File: config.mk
export PLATFORM = sky130hd
export DESIGN_NAME = pwmcs_channel
export DESIGN_NICKNAME = d
export VERILOG_FILES = /design/src/include/pwmcs_pkg.sv /design/src/rtl/pwmcs_channel.sv /design/src/rtl/pwmcs_pulse_gen.sv
export SDC_FILE = /design/constraint.sdc
export NUM_CORES = 2
export LEC_CHECK = 0
export ABC_CLOCK_PERIOD_IN_PS = 15500
export BUFFER_PORTS_ARGS = -buffer_cell sky130_fd_sc_hd__buf_2
export CAP_MARGIN = 20
export CORE_ASPECT_RATIO = 1.25
export CORE_MARGIN = 4
export CORE_UTILIZATION = 64
export CTS_CLUSTER_SIZE = 12
export DETAILED_ROUTE_END_ITERATION = 10
export PLACE_DENSITY = 0.81
export REMOVE_ABC_BUFFERS = 1
export SYNTH_ARGS = -nofsm -noshare
export SYNTH_HDL_FRONTEND = slang
export SYNTH_HIERARCHICAL = 1
export SYNTH_SLANG_ARGS = --single-unit
export TNS_END_PERCENT = 50
File: constraint.sdc
create_clock -name clk_sys -period 15.5 [get_ports clk_sys]
set_clock_uncertainty 0.05 [all_clocks]
set_input_delay 3.1 -clock clk_sys [delete_from_list [all_inputs] [get_ports clk_sys]]
set_output_delay 3.1 -clock clk_sys [all_outputs]
set_load 0.01 [all_outputs]
File: src/include/pwmcs_pkg.sv
// package: constants, register map and bus carriers of the pwm channel control slot
//==============================================================
// Notes on behaviour
// - setpoint range error sets while output value is out of range, clears once valid.
// - during setpoint error the invalid value is ignored; last valid value drives pulses.
// - frequency mode with no valid value accepted yet holds the output at 0.
// - pwm duty never errors; above full scale gives 100 percent, negative gives 0.
// - a 0 to 1 edge of the software enable starts the output sequence.
// - owner bit 1 drives the generated sequence out, 0 drives the direct level.
// - under direct control output A is high for level 1 and low for 0.
// - the error clear request clears the sticky load error flag.
// - slot mode 0 applies the slot value only when the selector changes.
// - each accepted selector change in mode 0, back to 0 too, flips the ack toggle.
// - invalid selector in mode 0 sets load error; program clears it and re-presents.
// - mode 0 changes show in the readback record and are lost at restart.
// - slot mode 1 takes and checks the slot value every module cycle.
// - in slot mode 1 the ack toggle does not change.
// - mode 1 bad slot value sets value error, keeps last value, clears on valid.
// - mode 1 leaves the record alone; last value under old selector stays valid.
// - selector 0 with mode 0 stops cyclic update; parameters held until next change.
// - selector 0 is no action; 1 is an unsigned 32-bit period, pwm only.
// - period accepted up to 10 000 000 us, minimum 10 or 100 us by speed.
// - under direct control a running sequence keeps advancing internally.
// - owner bit 1 with no active sequence drives the output to 0.
package pwmcs_pkg;
	//==============================================================
	// clock and timing
	localparam int CLK_HZ = 20000000;
	localparam int CLK_PER_US = CLK_HZ / 1000000;
	localparam int MODULE_CYCLE_US = 500;
	localparam int MODULE_CYCLE_CYC_DEF = MODULE_CYCLE_US * CLK_PER_US;
	localparam logic [63:0] PHASE_K = 64'h1_0000_0000 / 64'(CLK_HZ);
	localparam logic [31:0] PERIOD_MIN_HS_US = 32'd10;
	localparam logic [31:0] PERIOD_MIN_STD_US = 32'd100;
	localparam logic [31:0] PERIOD_MAX_US = 32'd10000000;
	localparam logic [31:0] PERIOD_CFG_US_DEF = 32'd1000;
	localparam logic [15:0] DUTY_FULL = 16'h4000;
	localparam int DUTY_SHIFT = 14;
	localparam logic [31:0] FREQ_MIN_HZ = 32'd1;
	localparam logic [31:0] FREQ_MAX_HZ = 32'd100000;
	//==============================================================
	// register byte addresses
	localparam int ADDR_W = 8;
	localparam logic [7:0] ADR_SETPOINT = 8'h00;
	localparam logic [7:0] ADR_SLOT_VALUE = 8'h04;
	localparam logic [7:0] ADR_SLOT_CTRL = 8'h08;
	localparam logic [7:0] ADR_CONTROL = 8'h0C;
	localparam logic [7:0] ADR_FEEDBACK = 8'h10;
	localparam logic [7:0] ADR_RECORD = 8'h14;
	localparam logic [7:0] ADR_PERIOD = 8'h18;
	//==============================================================
	// fields
	localparam int SC_SEL_LSB = 0;
	localparam int SC_MODE_BIT = 4;
	localparam logic [31:0] SLOT_CTRL_MASK = 32'h0000_001F;
	localparam int CT_ENABLE = 0;
	localparam int CT_OWNS = 1;
	localparam int CT_LEVEL = 3;
	localparam int CT_ERR_CLR = 9;
	localparam int CT_FREQ = 16;
	localparam int CT_RUN = 17;
	localparam int CT_HSPEED = 18;
	localparam logic [31:0] CONTROL_MASK = 32'h0007_020B;
	localparam int FB_VAL_ERR = 7;
	localparam int FB_SET_ERR = 6;
	localparam int FB_LD_ERR = 2;
	localparam int FB_SW_EN = 13;
	localparam int FB_ACK = 10;
	localparam int FB_DQA = 17;
	localparam int FB_ACTIVE = 16;
	localparam logic [3:0] SEL_NONE = 4'h0;
	localparam logic [3:0] SEL_PERIOD = 4'h1;
	localparam logic [31:0] RST_WORD = 32'h0000_0000;
	localparam logic [1:0] RESP_OKAY = 2'h0;
	localparam logic [1:0] RESP_SLVERR = 2'h2;
	//==============================================================
	// axi4-lite carriers
	typedef struct packed {
		logic awvalid;
		logic [ADDR_W-1:0] awaddr;
		logic wvalid;
		logic [31:0] wdata;
		logic [3:0] wstrb;
		logic bready;
		logic arvalid;
		logic [ADDR_W-1:0] araddr;
		logic rready;
	} pwmcs_axi_req_t;
	typedef struct packed {
		logic awready;
		logic wready;
		logic bvalid;
		logic [1:0] bresp;
		logic arready;
		logic rvalid;
		logic [31:0] rdata;
		logic [1:0] rresp;
	} pwmcs_axi_rsp_t;
endpackage

File: src/rtl/pwmcs_channel.sv
// pwm channel control slot: axi4-lite registers, setpoint and slot handling, output select
//
// Implementation choices: the register offsets and the AXI4-Lite interface to the registers.
`timescale 1ns/1ps
module pwmcs_channel #(
	parameter int MODULE_CYCLE_CYC = pwmcs_pkg::MODULE_CYCLE_CYC_DEF,
	parameter logic [31:0] PERIOD_CFG_US = pwmcs_pkg::PERIOD_CFG_US_DEF
)
(
	// clock and reset
	input wire logic clk_sys,
	input wire logic rst,
	// register bus
	input wire pwmcs_pkg::pwmcs_axi_req_t axi_req,
	output pwmcs_pkg::pwmcs_axi_rsp_t axi_rsp,
	// pulse output and status
	output logic pulse_output_a,
	output logic sequence_active_status
);
	import pwmcs_pkg::*;

	function automatic logic [31:0] merge_bytes(input logic [31:0] old_v, input logic [31:0] new_v,
		input logic [3:0] strb);
		logic [31:0] r;
		r = old_v;
		for (int i = 0; i < 4; i++)
			if (strb[i])
				r[8*i +: 8] = new_v[8*i +: 8];
		return r;
	endfunction

	function automatic logic period_ok(input logic [31:0] p, input logic hs);
		return (p >= (hs ? PERIOD_MIN_HS_US : PERIOD_MIN_STD_US)) && (p <= PERIOD_MAX_US);
	endfunction

	//==============================================================
	// axi4-lite write path
	logic aw_held_q, w_held_q, bvalid_q, wr_fire, wr_mapped;
	logic [ADDR_W-1:0] awaddr_q;
	logic [31:0] wdata_q;
	logic [3:0] wstrb_q;
	logic [1:0] bresp_q;
	logic awready, wready;

	assign awready = !aw_held_q && !bvalid_q;
	assign wready = !w_held_q && !bvalid_q;
	assign wr_fire = aw_held_q && w_held_q;
	assign wr_mapped = (awaddr_q == ADR_SETPOINT) || (awaddr_q == ADR_SLOT_VALUE)
		|| (awaddr_q == ADR_SLOT_CTRL) || (awaddr_q == ADR_CONTROL);

	always_ff @(posedge clk_sys)
	begin
		if (rst)
		begin
			aw_held_q <= 1'b0;
			w_held_q <= 1'b0;
			bvalid_q <= 1'b0;
			bresp_q <= RESP_OKAY;
			awaddr_q <= '0;
			wdata_q <= RST_WORD;
			wstrb_q <= 4'h0;
		end
		else
		begin
			if (axi_req.awvalid && awready)
			begin
				aw_held_q <= 1'b1;
				awaddr_q <= axi_req.awaddr;
			end
			if (axi_req.wvalid && wready)
			begin
				w_held_q <= 1'b1;
				wdata_q <= axi_req.wdata;
				wstrb_q <= axi_req.wstrb;
			end
			if (wr_fire)
			begin
				aw_held_q <= 1'b0;
				w_held_q <= 1'b0;
				bvalid_q <= 1'b1;
				bresp_q <= wr_mapped ? RESP_OKAY : RESP_SLVERR;
			end
			else if (bvalid_q && axi_req.bready)
				bvalid_q <= 1'b0;
		end
	end

	//==============================================================
	// software registers
	logic [31:0] setpoint_q, slot_value_q, slot_ctrl_q, control_q;

	always_ff @(posedge clk_sys)
	begin
		if (rst)
		begin
			setpoint_q <= RST_WORD;
			slot_value_q <= RST_WORD;
			slot_ctrl_q <= RST_WORD;
			control_q <= RST_WORD;
		end
		else if (wr_fire)
		begin
			if (awaddr_q == ADR_SETPOINT)
				setpoint_q <= merge_bytes(setpoint_q, wdata_q, wstrb_q);
			if (awaddr_q == ADR_SLOT_VALUE)
				slot_value_q <= merge_bytes(slot_value_q, wdata_q, wstrb_q);
			if (awaddr_q == ADR_SLOT_CTRL)
				slot_ctrl_q <= merge_bytes(slot_ctrl_q, wdata_q, wstrb_q) & SLOT_CTRL_MASK;
			if (awaddr_q == ADR_CONTROL)
				control_q <= merge_bytes(control_q, wdata_q, wstrb_q) & CONTROL_MASK;
		end
	end

	logic software_run_enable, channel_owns_output, direct_output_level, error_clear_request;
	logic freq_mode, run_mode, high_speed, slot_cyclic;
	logic [3:0] aux_param_selector;

	assign software_run_enable = control_q[CT_ENABLE];
	assign channel_owns_output = control_q[CT_OWNS];
	assign direct_output_level = control_q[CT_LEVEL];
	assign error_clear_request = control_q[CT_ERR_CLR];
	assign freq_mode = control_q[CT_FREQ];
	assign run_mode = control_q[CT_RUN];
	assign high_speed = control_q[CT_HSPEED];
	assign aux_param_selector = slot_ctrl_q[SC_SEL_LSB +: 4];
	assign slot_cyclic = slot_ctrl_q[SC_MODE_BIT];

	//==============================================================
	// run edge, enable edge and module cycle
	logic run_prev_q, en_prev_q, active_q, stop_run, cyc_tick;
	logic [$clog2(MODULE_CYCLE_CYC+1)-1:0] cyc_cnt_q;

	assign stop_run = run_mode && !run_prev_q;
	assign cyc_tick = (cyc_cnt_q == $bits(cyc_cnt_q)'(MODULE_CYCLE_CYC - 1));

	always_ff @(posedge clk_sys)
	begin
		if (rst)
		begin
			run_prev_q <= 1'b0;
			en_prev_q <= 1'b0;
		end
		else
		begin
			run_prev_q <= run_mode;
			en_prev_q <= software_run_enable;
		end
	end

	always_ff @(posedge clk_sys)
	begin
		if (rst || cyc_tick)
			cyc_cnt_q <= '0;
		else
			cyc_cnt_q <= cyc_cnt_q + 1'b1;
	end

	always_ff @(posedge clk_sys)
	begin
		if (rst || stop_run || !run_mode || !software_run_enable)
			active_q <= 1'b0;
		else if (software_run_enable && !en_prev_q)
			active_q <= 1'b1;
	end

	//==============================================================
	// setpoint check
	logic setpoint_range_error_q, have_valid_q;
	logic [31:0] freq_q;
	logic [15:0] duty_q;
	logic freq_ok;

	assign freq_ok = (setpoint_q >= FREQ_MIN_HZ) && (setpoint_q <= FREQ_MAX_HZ);

	always_ff @(posedge clk_sys)
	begin
		if (rst || stop_run)
		begin
			setpoint_range_error_q <= 1'b0;
			have_valid_q <= 1'b0;
			freq_q <= RST_WORD;
		end
		else if (freq_mode)
		begin
			if (freq_ok)
			begin
				freq_q <= setpoint_q;
				have_valid_q <= 1'b1;
				setpoint_range_error_q <= 1'b0;
			end
			else
				setpoint_range_error_q <= 1'b1;
		end
		else
			setpoint_range_error_q <= 1'b0;
	end

	// duty in the two low bytes, signed; clamp rather than flag
	always_ff @(posedge clk_sys)
	begin
		if (rst)
			duty_q <= 16'h0000;
		else if (setpoint_q[15])
			duty_q <= 16'h0000;
		else if (setpoint_q[15:0] > DUTY_FULL)
			duty_q <= DUTY_FULL;
		else
			duty_q <= setpoint_q[15:0];
	end

	//==============================================================
	// slot handling, evaluated once per module cycle
	logic [3:0] last_sel_q;
	logic aux_load_ack_toggle_q, load_error_flag_q, aux_value_error_q;
	logic [31:0] period_q, record_q;
	logic sel_valid, val_ok, ld_err_set;

	assign sel_valid = (aux_param_selector == SEL_NONE)
		|| (aux_param_selector == SEL_PERIOD && !freq_mode);
	assign val_ok = period_ok(slot_value_q, high_speed);
	assign ld_err_set = cyc_tick && !slot_cyclic && !load_error_flag_q
		&& (aux_param_selector != last_sel_q) && !(sel_valid && (aux_param_selector == SEL_NONE || val_ok));

	always_ff @(posedge clk_sys)
	begin
		if (rst || stop_run)
		begin
			last_sel_q <= SEL_NONE;
			aux_load_ack_toggle_q <= 1'b0;
			aux_value_error_q <= 1'b0;
			period_q <= PERIOD_CFG_US;
			record_q <= PERIOD_CFG_US;
		end
		else if (cyc_tick)
		begin
			if (!slot_cyclic)
			begin
				aux_value_error_q <= 1'b0;
				// a pending error blocks new loads until cleared and presented again
				if (aux_param_selector != last_sel_q && !load_error_flag_q)
				begin
					last_sel_q <= aux_param_selector;
					if (aux_param_selector == SEL_NONE)
						aux_load_ack_toggle_q <= !aux_load_ack_toggle_q;
					else if (sel_valid && val_ok)
					begin
						period_q <= slot_value_q;
						record_q <= slot_value_q;
						aux_load_ack_toggle_q <= !aux_load_ack_toggle_q;
					end
				end
			end
			else if (aux_param_selector == SEL_PERIOD && !freq_mode)
			begin
				last_sel_q <= aux_param_selector;
				if (val_ok)
				begin
					period_q <= slot_value_q;
					aux_value_error_q <= 1'b0;
				end
				else
					aux_value_error_q <= 1'b1;
			end
			else
				last_sel_q <= aux_param_selector;
		end
	end

	// sticky: a new error in the same cycle as a clear request wins
	always_ff @(posedge clk_sys)
	begin
		if (rst || stop_run)
			load_error_flag_q <= 1'b0;
		else if (ld_err_set)
			load_error_flag_q <= 1'b1;
		else if (error_clear_request)
			load_error_flag_q <= 1'b0;
	end

	//==============================================================
	// generator and output select
	logic wave, pulse_q;

	// generator runs while the sequence is active, whoever owns the pin
	pwmcs_pulse_gen u_gen (
		.clk_sys(clk_sys),
		.rst(rst),
		.run(active_q),
		.freq_mode(freq_mode),
		.period_us(period_q),
		.duty(duty_q),
		.freq_hz(freq_q),
		.wave(wave)
	);

	always_ff @(posedge clk_sys)
	begin
		if (rst)
			pulse_q <= 1'b0;
		else if (!channel_owns_output)
			pulse_q <= direct_output_level;
		else if (!active_q || (freq_mode && !have_valid_q))
			pulse_q <= 1'b0;
		else
			pulse_q <= wave;
	end

	assign pulse_output_a = pulse_q;
	assign sequence_active_status = active_q;

	//==============================================================
	// axi4-lite read path
	logic rvalid_q;
	logic [31:0] rdata_q, rd_word, feedback;
	logic [1:0] rresp_q;
	logic rd_ok;

	always_comb
	begin
		feedback = RST_WORD;
		feedback[FB_VAL_ERR] = aux_value_error_q;
		feedback[FB_SET_ERR] = setpoint_range_error_q;
		feedback[FB_LD_ERR] = load_error_flag_q;
		feedback[FB_SW_EN] = software_run_enable;
		feedback[FB_ACK] = aux_load_ack_toggle_q;
		feedback[FB_DQA] = pulse_q;
		feedback[FB_ACTIVE] = active_q;
	end

	always_comb
	begin
		rd_ok = 1'b1;
		unique case (axi_req.araddr)
			ADR_SETPOINT: rd_word = setpoint_q;
			ADR_SLOT_VALUE: rd_word = slot_value_q;
			ADR_SLOT_CTRL: rd_word = slot_ctrl_q;
			ADR_CONTROL: rd_word = control_q;
			ADR_FEEDBACK: rd_word = feedback;
			ADR_RECORD: rd_word = record_q;
			ADR_PERIOD: rd_word = period_q;
			default:
			begin
				rd_word = RST_WORD;
				rd_ok = 1'b0;
			end
		endcase
	end

	always_ff @(posedge clk_sys)
	begin
		if (rst)
		begin
			rvalid_q <= 1'b0;
			rdata_q <= RST_WORD;
			rresp_q <= RESP_OKAY;
		end
		else if (axi_req.arvalid && !rvalid_q)
		begin
			rvalid_q <= 1'b1;
			rdata_q <= rd_word;
			rresp_q <= rd_ok ? RESP_OKAY : RESP_SLVERR;
		end
		else if (rvalid_q && axi_req.rready)
			rvalid_q <= 1'b0;
	end

	always_comb
	begin
		axi_rsp.awready = awready;
		axi_rsp.wready = wready;
		axi_rsp.bvalid = bvalid_q;
		axi_rsp.bresp = bresp_q;
		axi_rsp.arready = !rvalid_q;
		axi_rsp.rvalid = rvalid_q;
		axi_rsp.rdata = rdata_q;
		axi_rsp.rresp = rresp_q;
	end
endmodule // pwmcs_channel

File: src/rtl/pwmcs_pulse_gen.sv
// pulse generator core: pwm from period and duty, or frequency from a phase accumulator
`timescale 1ns/1ps
module pwmcs_pulse_gen
	import pwmcs_pkg::*;
(
	// clock and reset
	input wire logic clk_sys,
	input wire logic rst,
	// settings
	input wire logic run,
	input wire logic freq_mode,
	input wire logic [31:0] period_us,
	input wire logic [15:0] duty,
	input wire logic [31:0] freq_hz,
	// waveform
	output logic wave
);
	logic [4:0] us_div_q;
	logic [31:0] us_cnt_q;
	logic [31:0] high_us_q;
	logic [31:0] phase_q;
	logic us_tick;
	logic [47:0] high_prod;

	assign us_tick = (us_div_q == 5'(CLK_PER_US - 1));
	assign high_prod = period_us * duty;

	//==============================================================
	// microsecond base and pwm period counter
	always_ff @(posedge clk_sys)
	begin
		if (rst || !run)
		begin
			us_div_q <= 5'h00;
			us_cnt_q <= 32'h0000_0000;
			high_us_q <= 32'h0000_0000;
		end
		else
		begin
			us_div_q <= us_tick ? 5'h00 : us_div_q + 5'h01;
			if (us_tick)
			begin
				// the high time is latched only at a period boundary, but a new period_us applies to the running period at once
				if (us_cnt_q >= period_us || us_cnt_q == 32'h0)
				begin
					us_cnt_q <= 32'h0000_0001;
					high_us_q <= high_prod[DUTY_SHIFT +: 32];
				end
				else
					us_cnt_q <= us_cnt_q + 32'h1;
			end
		end
	end

	//==============================================================
	// frequency output, increment is an approximation of f * 2^32 / clk
	always_ff @(posedge clk_sys)
	begin
		if (rst || !run)
			phase_q <= 32'h0000_0000;
		else
			phase_q <= phase_q + 32'(64'(freq_hz) * PHASE_K);
	end

	assign wave = freq_mode ? phase_q[31] : (us_cnt_q != 32'h0 && us_cnt_q <= high_us_q);
endmodule // pwmcs_pulse_gen

# After elaboration in Yosys (flattened, before gate mapping)
# Cells that the tools add are included.
[word_totals]
in_bits = 59
ff_bits = 400
[classes]
n_addsub = 4
n_eq_ne = 16
order_cmp = 7
bitwise = 3
n_mul = 2
n_reduce_logical = 85
muxes = 30
[op_table]
columns = ["op", "n"]
rows = [
  ["32-bit two-way mux", 7],
  ["32-bit one-hot mux with 7 select lines", 1],
  ["32-bit by 16-bit multiplier with 46-bit output", 1],
  ["3-bit AND reduction", 12],
  ["32-bit by 1-bit adder with 32-bit output (second input constant)", 1],
  ["32-bit adder", 1],
  ["8-bit by 4-bit equality test with 1-bit output (second input constant)", 4],
  ["32-bit by 1-bit greater-or-equal comparator with 1-bit output (second input constant)", 1],
  ["32-bit greater-or-equal comparator", 1],
  ["32-bit by 7-bit greater-or-equal comparator with 1-bit output", 1],
  ["32-bit by 17-bit less-or-equal comparator with 1-bit output (second input constant)", 1],
  ["32-bit by 24-bit less-or-equal comparator with 1-bit output (second input constant)", 1],
  ["32-bit less-or-equal comparator", 1],
  ["32-bit logical NOT", 1],
  ["32-bit by 7-bit multiplier with 31-bit output (second input constant)", 1],
  ["32-bit nonzero test", 1],
  ["8-bit by 5-bit equality test with 1-bit output (second input constant)", 3],
  ["1-bit logical AND", 22],
  ["8-bit by 3-bit equality test with 1-bit output (second input constant)", 2],
  ["16-bit by 15-bit greater-than comparator with 1-bit output (second input constant)", 1],
  ["8-bit logical NOT", 2],
  ["1-bit two-way mux", 16],
  ["1-bit logical NOT", 15],
  ["15-bit two-way mux", 1],
  ["22 further kinds", 49],
]

# Logic depth before layout (Yosys ltp)
[logic_depth]
depth_word = 8
mapped_depth = 26

# Cells and area by module
# Netlist, hierarchy kept.
[by_module_without_submodules]
columns = ["module", "area_per_inst_um2", "cells_per_inst", "instances"]
rows = [
  ["pwmcs_pulse_gen", 26130.1, 3029, 1],
  ["pwmcs_channel", 11716.2, 1327, 1],
]

# Least setup slack after synthesis
# No wires, ideal clock.
[synth_path]
path_kind = "flip-flop to flip-flop"
startpoint = "reg period_q[5]"
endpoint = "reg u_gen.high_us_q[20]"
path_stages_with_launch = 24
n_path_buf = 1
required_time_ps = 15328
t_arrival_ps = 6008
slack_ps = 9320
cell_sequence = "dfxtp_1 clkbuf_1 nand2_1 fa_1 inv_1 fa_1 inv_1 fa_1 inv_1 fa_1 fa_1 inv_1 fa_1 inv_1 ha_1 a21oi_1 o21ai_0 and3_1 a211o_1 o2111ai_4 a2111oi_2 or2_2 xnor2_1 o22ai_1"
[synth_via]
elab_chain_len = 3
[synth_lines]
columns = ["item", "line", "rtl"]
rows = [
  ["start: declaration", "pwmcs_channel.sv:215", "logic [31:0] period_q, record_q;"],
  ["start signal: assignment", "pwmcs_channel.sv:247", "period_q <= slot_value_q;"],
  ["start signal: assignment", "pwmcs_channel.sv:258", "period_q <= slot_value_q;"],
  ["branches (longest 3 deep; another with 32-bit by 16-bit multiplier with 46-bit output)", "n/a", ""],
  ["end signal: assignment", "pwmcs_pulse_gen.sv:47", "high_us_q <= high_prod[DUTY_SHIFT +: 32];"],
  ["end: declaration", "pwmcs_pulse_gen.sv:20", "logic [31:0] high_us_q;"],
]
# Several ways; the timed one is not identified.
# A chain may end at the register's enable or synchronous reset.

# Worst setup path in the final report
[layout_path]
startpoint = "reg period_q[13]"
endpoint = "reg u_gen.high_us_q[31]"
# The elaborated chain is that of the path after synthesis.

==> impl_metrics.ini <==
[detailed_routing]
ant_nets = 0
drt-wirelength-per-cell_um = 19.7
drt_iter0_markers = 2836
routed_via_density = 6.04
routed-via-count = 31000
routed_wirelength_um = 101000
drc_errors = 0
detail_route.first_pass.iterations = 7

[power]
totalPowerFinal_w = 0.00215
power_density_nw_per_um2 = 53.3
leakagePower_nw = 18.7
worst_vdd_rail_ir_drop_mv = 0.112

[timing]
hold_violations = 0
postLayoutSetupSlackWorst_ps = 8460
totalNegativeSetupSlack_ps = 0
final.min_clock_period_ps = 7040
slew_viols_final = 0
worst-slew-pin-transition_ps = 1070
fin_crit_sh_pct = 45.4
fmax_mhz = 142
max_transition_margin_pct = 28.7
rsz_0062_raised_after_global_routing = no
report.final.setup_viol = 0

[clock_tree]
clock-sinks = 395
cts.clk_slew.worst_paths_ps = 60
clock_tree_from_tritoncts = yes
htree_num_levels = 2
clock_insertion_delay_worst_skew_ps = 610
clock_tree.root_cell = sky130_fd_sc_hd__clkbuf_16
post_cts.resized_instances = 0
max-clock-path-buffers = 3
postCtsHoldBufs = 0
tritoncts.num_buffers = 44
setup_repair_bufs_after_cts = 0

[layout]
areaGrowthSynthToFinish_pct = 6.53
drive_gt1_share_pct = 5.89
finish.net_count = 5199
post-route-cell-area_um2 = 40300

[synthesis]
synth_area_per_inst_um2 = 8.69
synthesis.area_um2 = 37800
postSynthCellCount = 4354
yosys_warnings = 6

[placed_design]
placed_cell_area_um2 = 38900
hpwl_um = 74300
place_congestion = 0.922
detailedPlace.worstSlack_ps = 8590
number_of_port_buffers = 99

[global_route]
grt_max_degree = 78
global_route_wire_length_before_repair_um = 165000
overflow = 0
grt_busiest_layer = met2
groute.layer.met3.usage_pct = 6.10
first_global_vias = 32400
grt_util_met1_pct = 38.8
antenna_found_initial = 3
track_usage_pct = 32.5
global_route.usage.met2_pct = 55.7

[floorplan]
floorplan.die_area_um2 = 63100
dieWidth_um = 225
i_o_pins = 102
die-height_um = 280
start_util_pct = 64.7
coreArea_um2 = 58500
row_count = 99

[worst_setup_path]
arrival_ps = 7440
start_kind = flop
standard_cell_with_the_maximum_stage_delay_on_the_critical_path = sky130_fd_sc_hd__dfxtp_1
worst-setup-path-type = flop to flop
cp_buf_inv_count = 3
critical_path.cell_chain = nand2_1 -> fa_1 -> inv_1 -> fa_1 -> fa_1 -> fa_1 -> fa_1 -> inv_1 -> fa_1 -> inv_1 -> ha_1 -> nand3_1 -> nor4_1 -> o21ai_0 -> a21oi_1 -> nor2_1 -> o311a_1 -> a221oi_2 -> nand3_1
critical_path.top_delay_family = adder cells
critical-path-max-stage-delay_ps = 990
cp.required_ps = 15900
crit_path_top_cell_by_count = sky130_fd_sc_hd__fa_1
critical_path_sink_type = flop
timing.critical_path.fanout_max = 19

[flow_run]
cap_viol_max_count = 0

[worst_hold_path]
min-delay-path-class = flop to flop

[status]
status = complete, no violations
[cells in the final DEF (no fill, tap or decap), drive strengths merged, types with 21 or more instances in the layout]
cell type	n
mux2i	78
a22oi	67
nor4	26
fa	490
buf	151
nand2	536
a21o	51
nand3	104
and2	258
ha	294
xnor2	96
nor2	274
inv	688
xor2	45
nor3	36
a21oi	237
dfxtp	395
o22ai	21
clkbuf	60
nand4	44
o21ai	134
and3	43
[where the power goes]
| group | internal (W) | switching, W |
|---|---|---|
| sequential | 0.00103 | 0.00000943 |
| combinational | 0.0000250 | 0.0000536 |
| clock | 0.000585 | 0.000449 |
[registers in the layout, summed over array words and instances, names as in the netlist, 4 cells and up]
name	cells
wdata_q	32
u_gen/us_cnt_q	32
cyc_cnt_q	14
u_gen/us_div_q	5
slot_value_q	32
period_q	32
control_q	7
setpoint_q	32
u_gen/high_us_q	32
awaddr_q	8
duty_q	15
freq_q	31
last_sel_q	4
slot_ctrl_q	5
record_q	32
wstrb_q	4
rdata_q	32
u_gen/phase_q	31
[path summary, 6_finish.rpt]
| path | start | end | slack (ps) | cells after the start |
|---|---|---|---|---|
| max | period_q[13]$_SDFFE_PP0P_ | u_gen/high_us_q[31]$_SDFFE_PP0P_ | 8460 | 19 |
| max reg2reg | period_q[13]$_SDFFE_PP0P_ | u_gen/high_us_q[31]$_SDFFE_PP0P_ | 8460 | 19 |
| min reg2reg | en_prev_q$_SDFF_PP0_ | sequence_active_status$_SDFFE_PP0P_ | 360 | 1 |
| min | en_prev_q$_SDFF_PP0_ | sequence_active_status$_SDFFE_PP0P_ | 360 | 1 |
[final cells by class]
class / instances / area [um2]
fillers: 4676 / 18200
well taps: 757 / 947
clock buffers: 60 / 1250
flip-flops and latches: 395 / 7910
inverters: 685 / 2570
diodes: 1 / 2.50
clock inverters: 13 / 139
repair buffers: 151 / 886
multi-input cells: 3079 / 26600
[metal layers]
metal	part of all wire (%)	vias up
li1	-	14000
met5	0	-
met2	48	1582
met4	6.8	0
met1	36	15000
met3	8.7	447
[metrics by stage]
stage	utilization, %	instances	hold slack [ps]
final	68.9	5141	364
after global routing	68.9	5140	384
after CTS	68.9	5140	365
after detailed placement	66.5	5067	356
after global placement	66.5	5066	340
after floorplan	-	4159	335
Note: power is estimated with default switching activity, not from simulation.
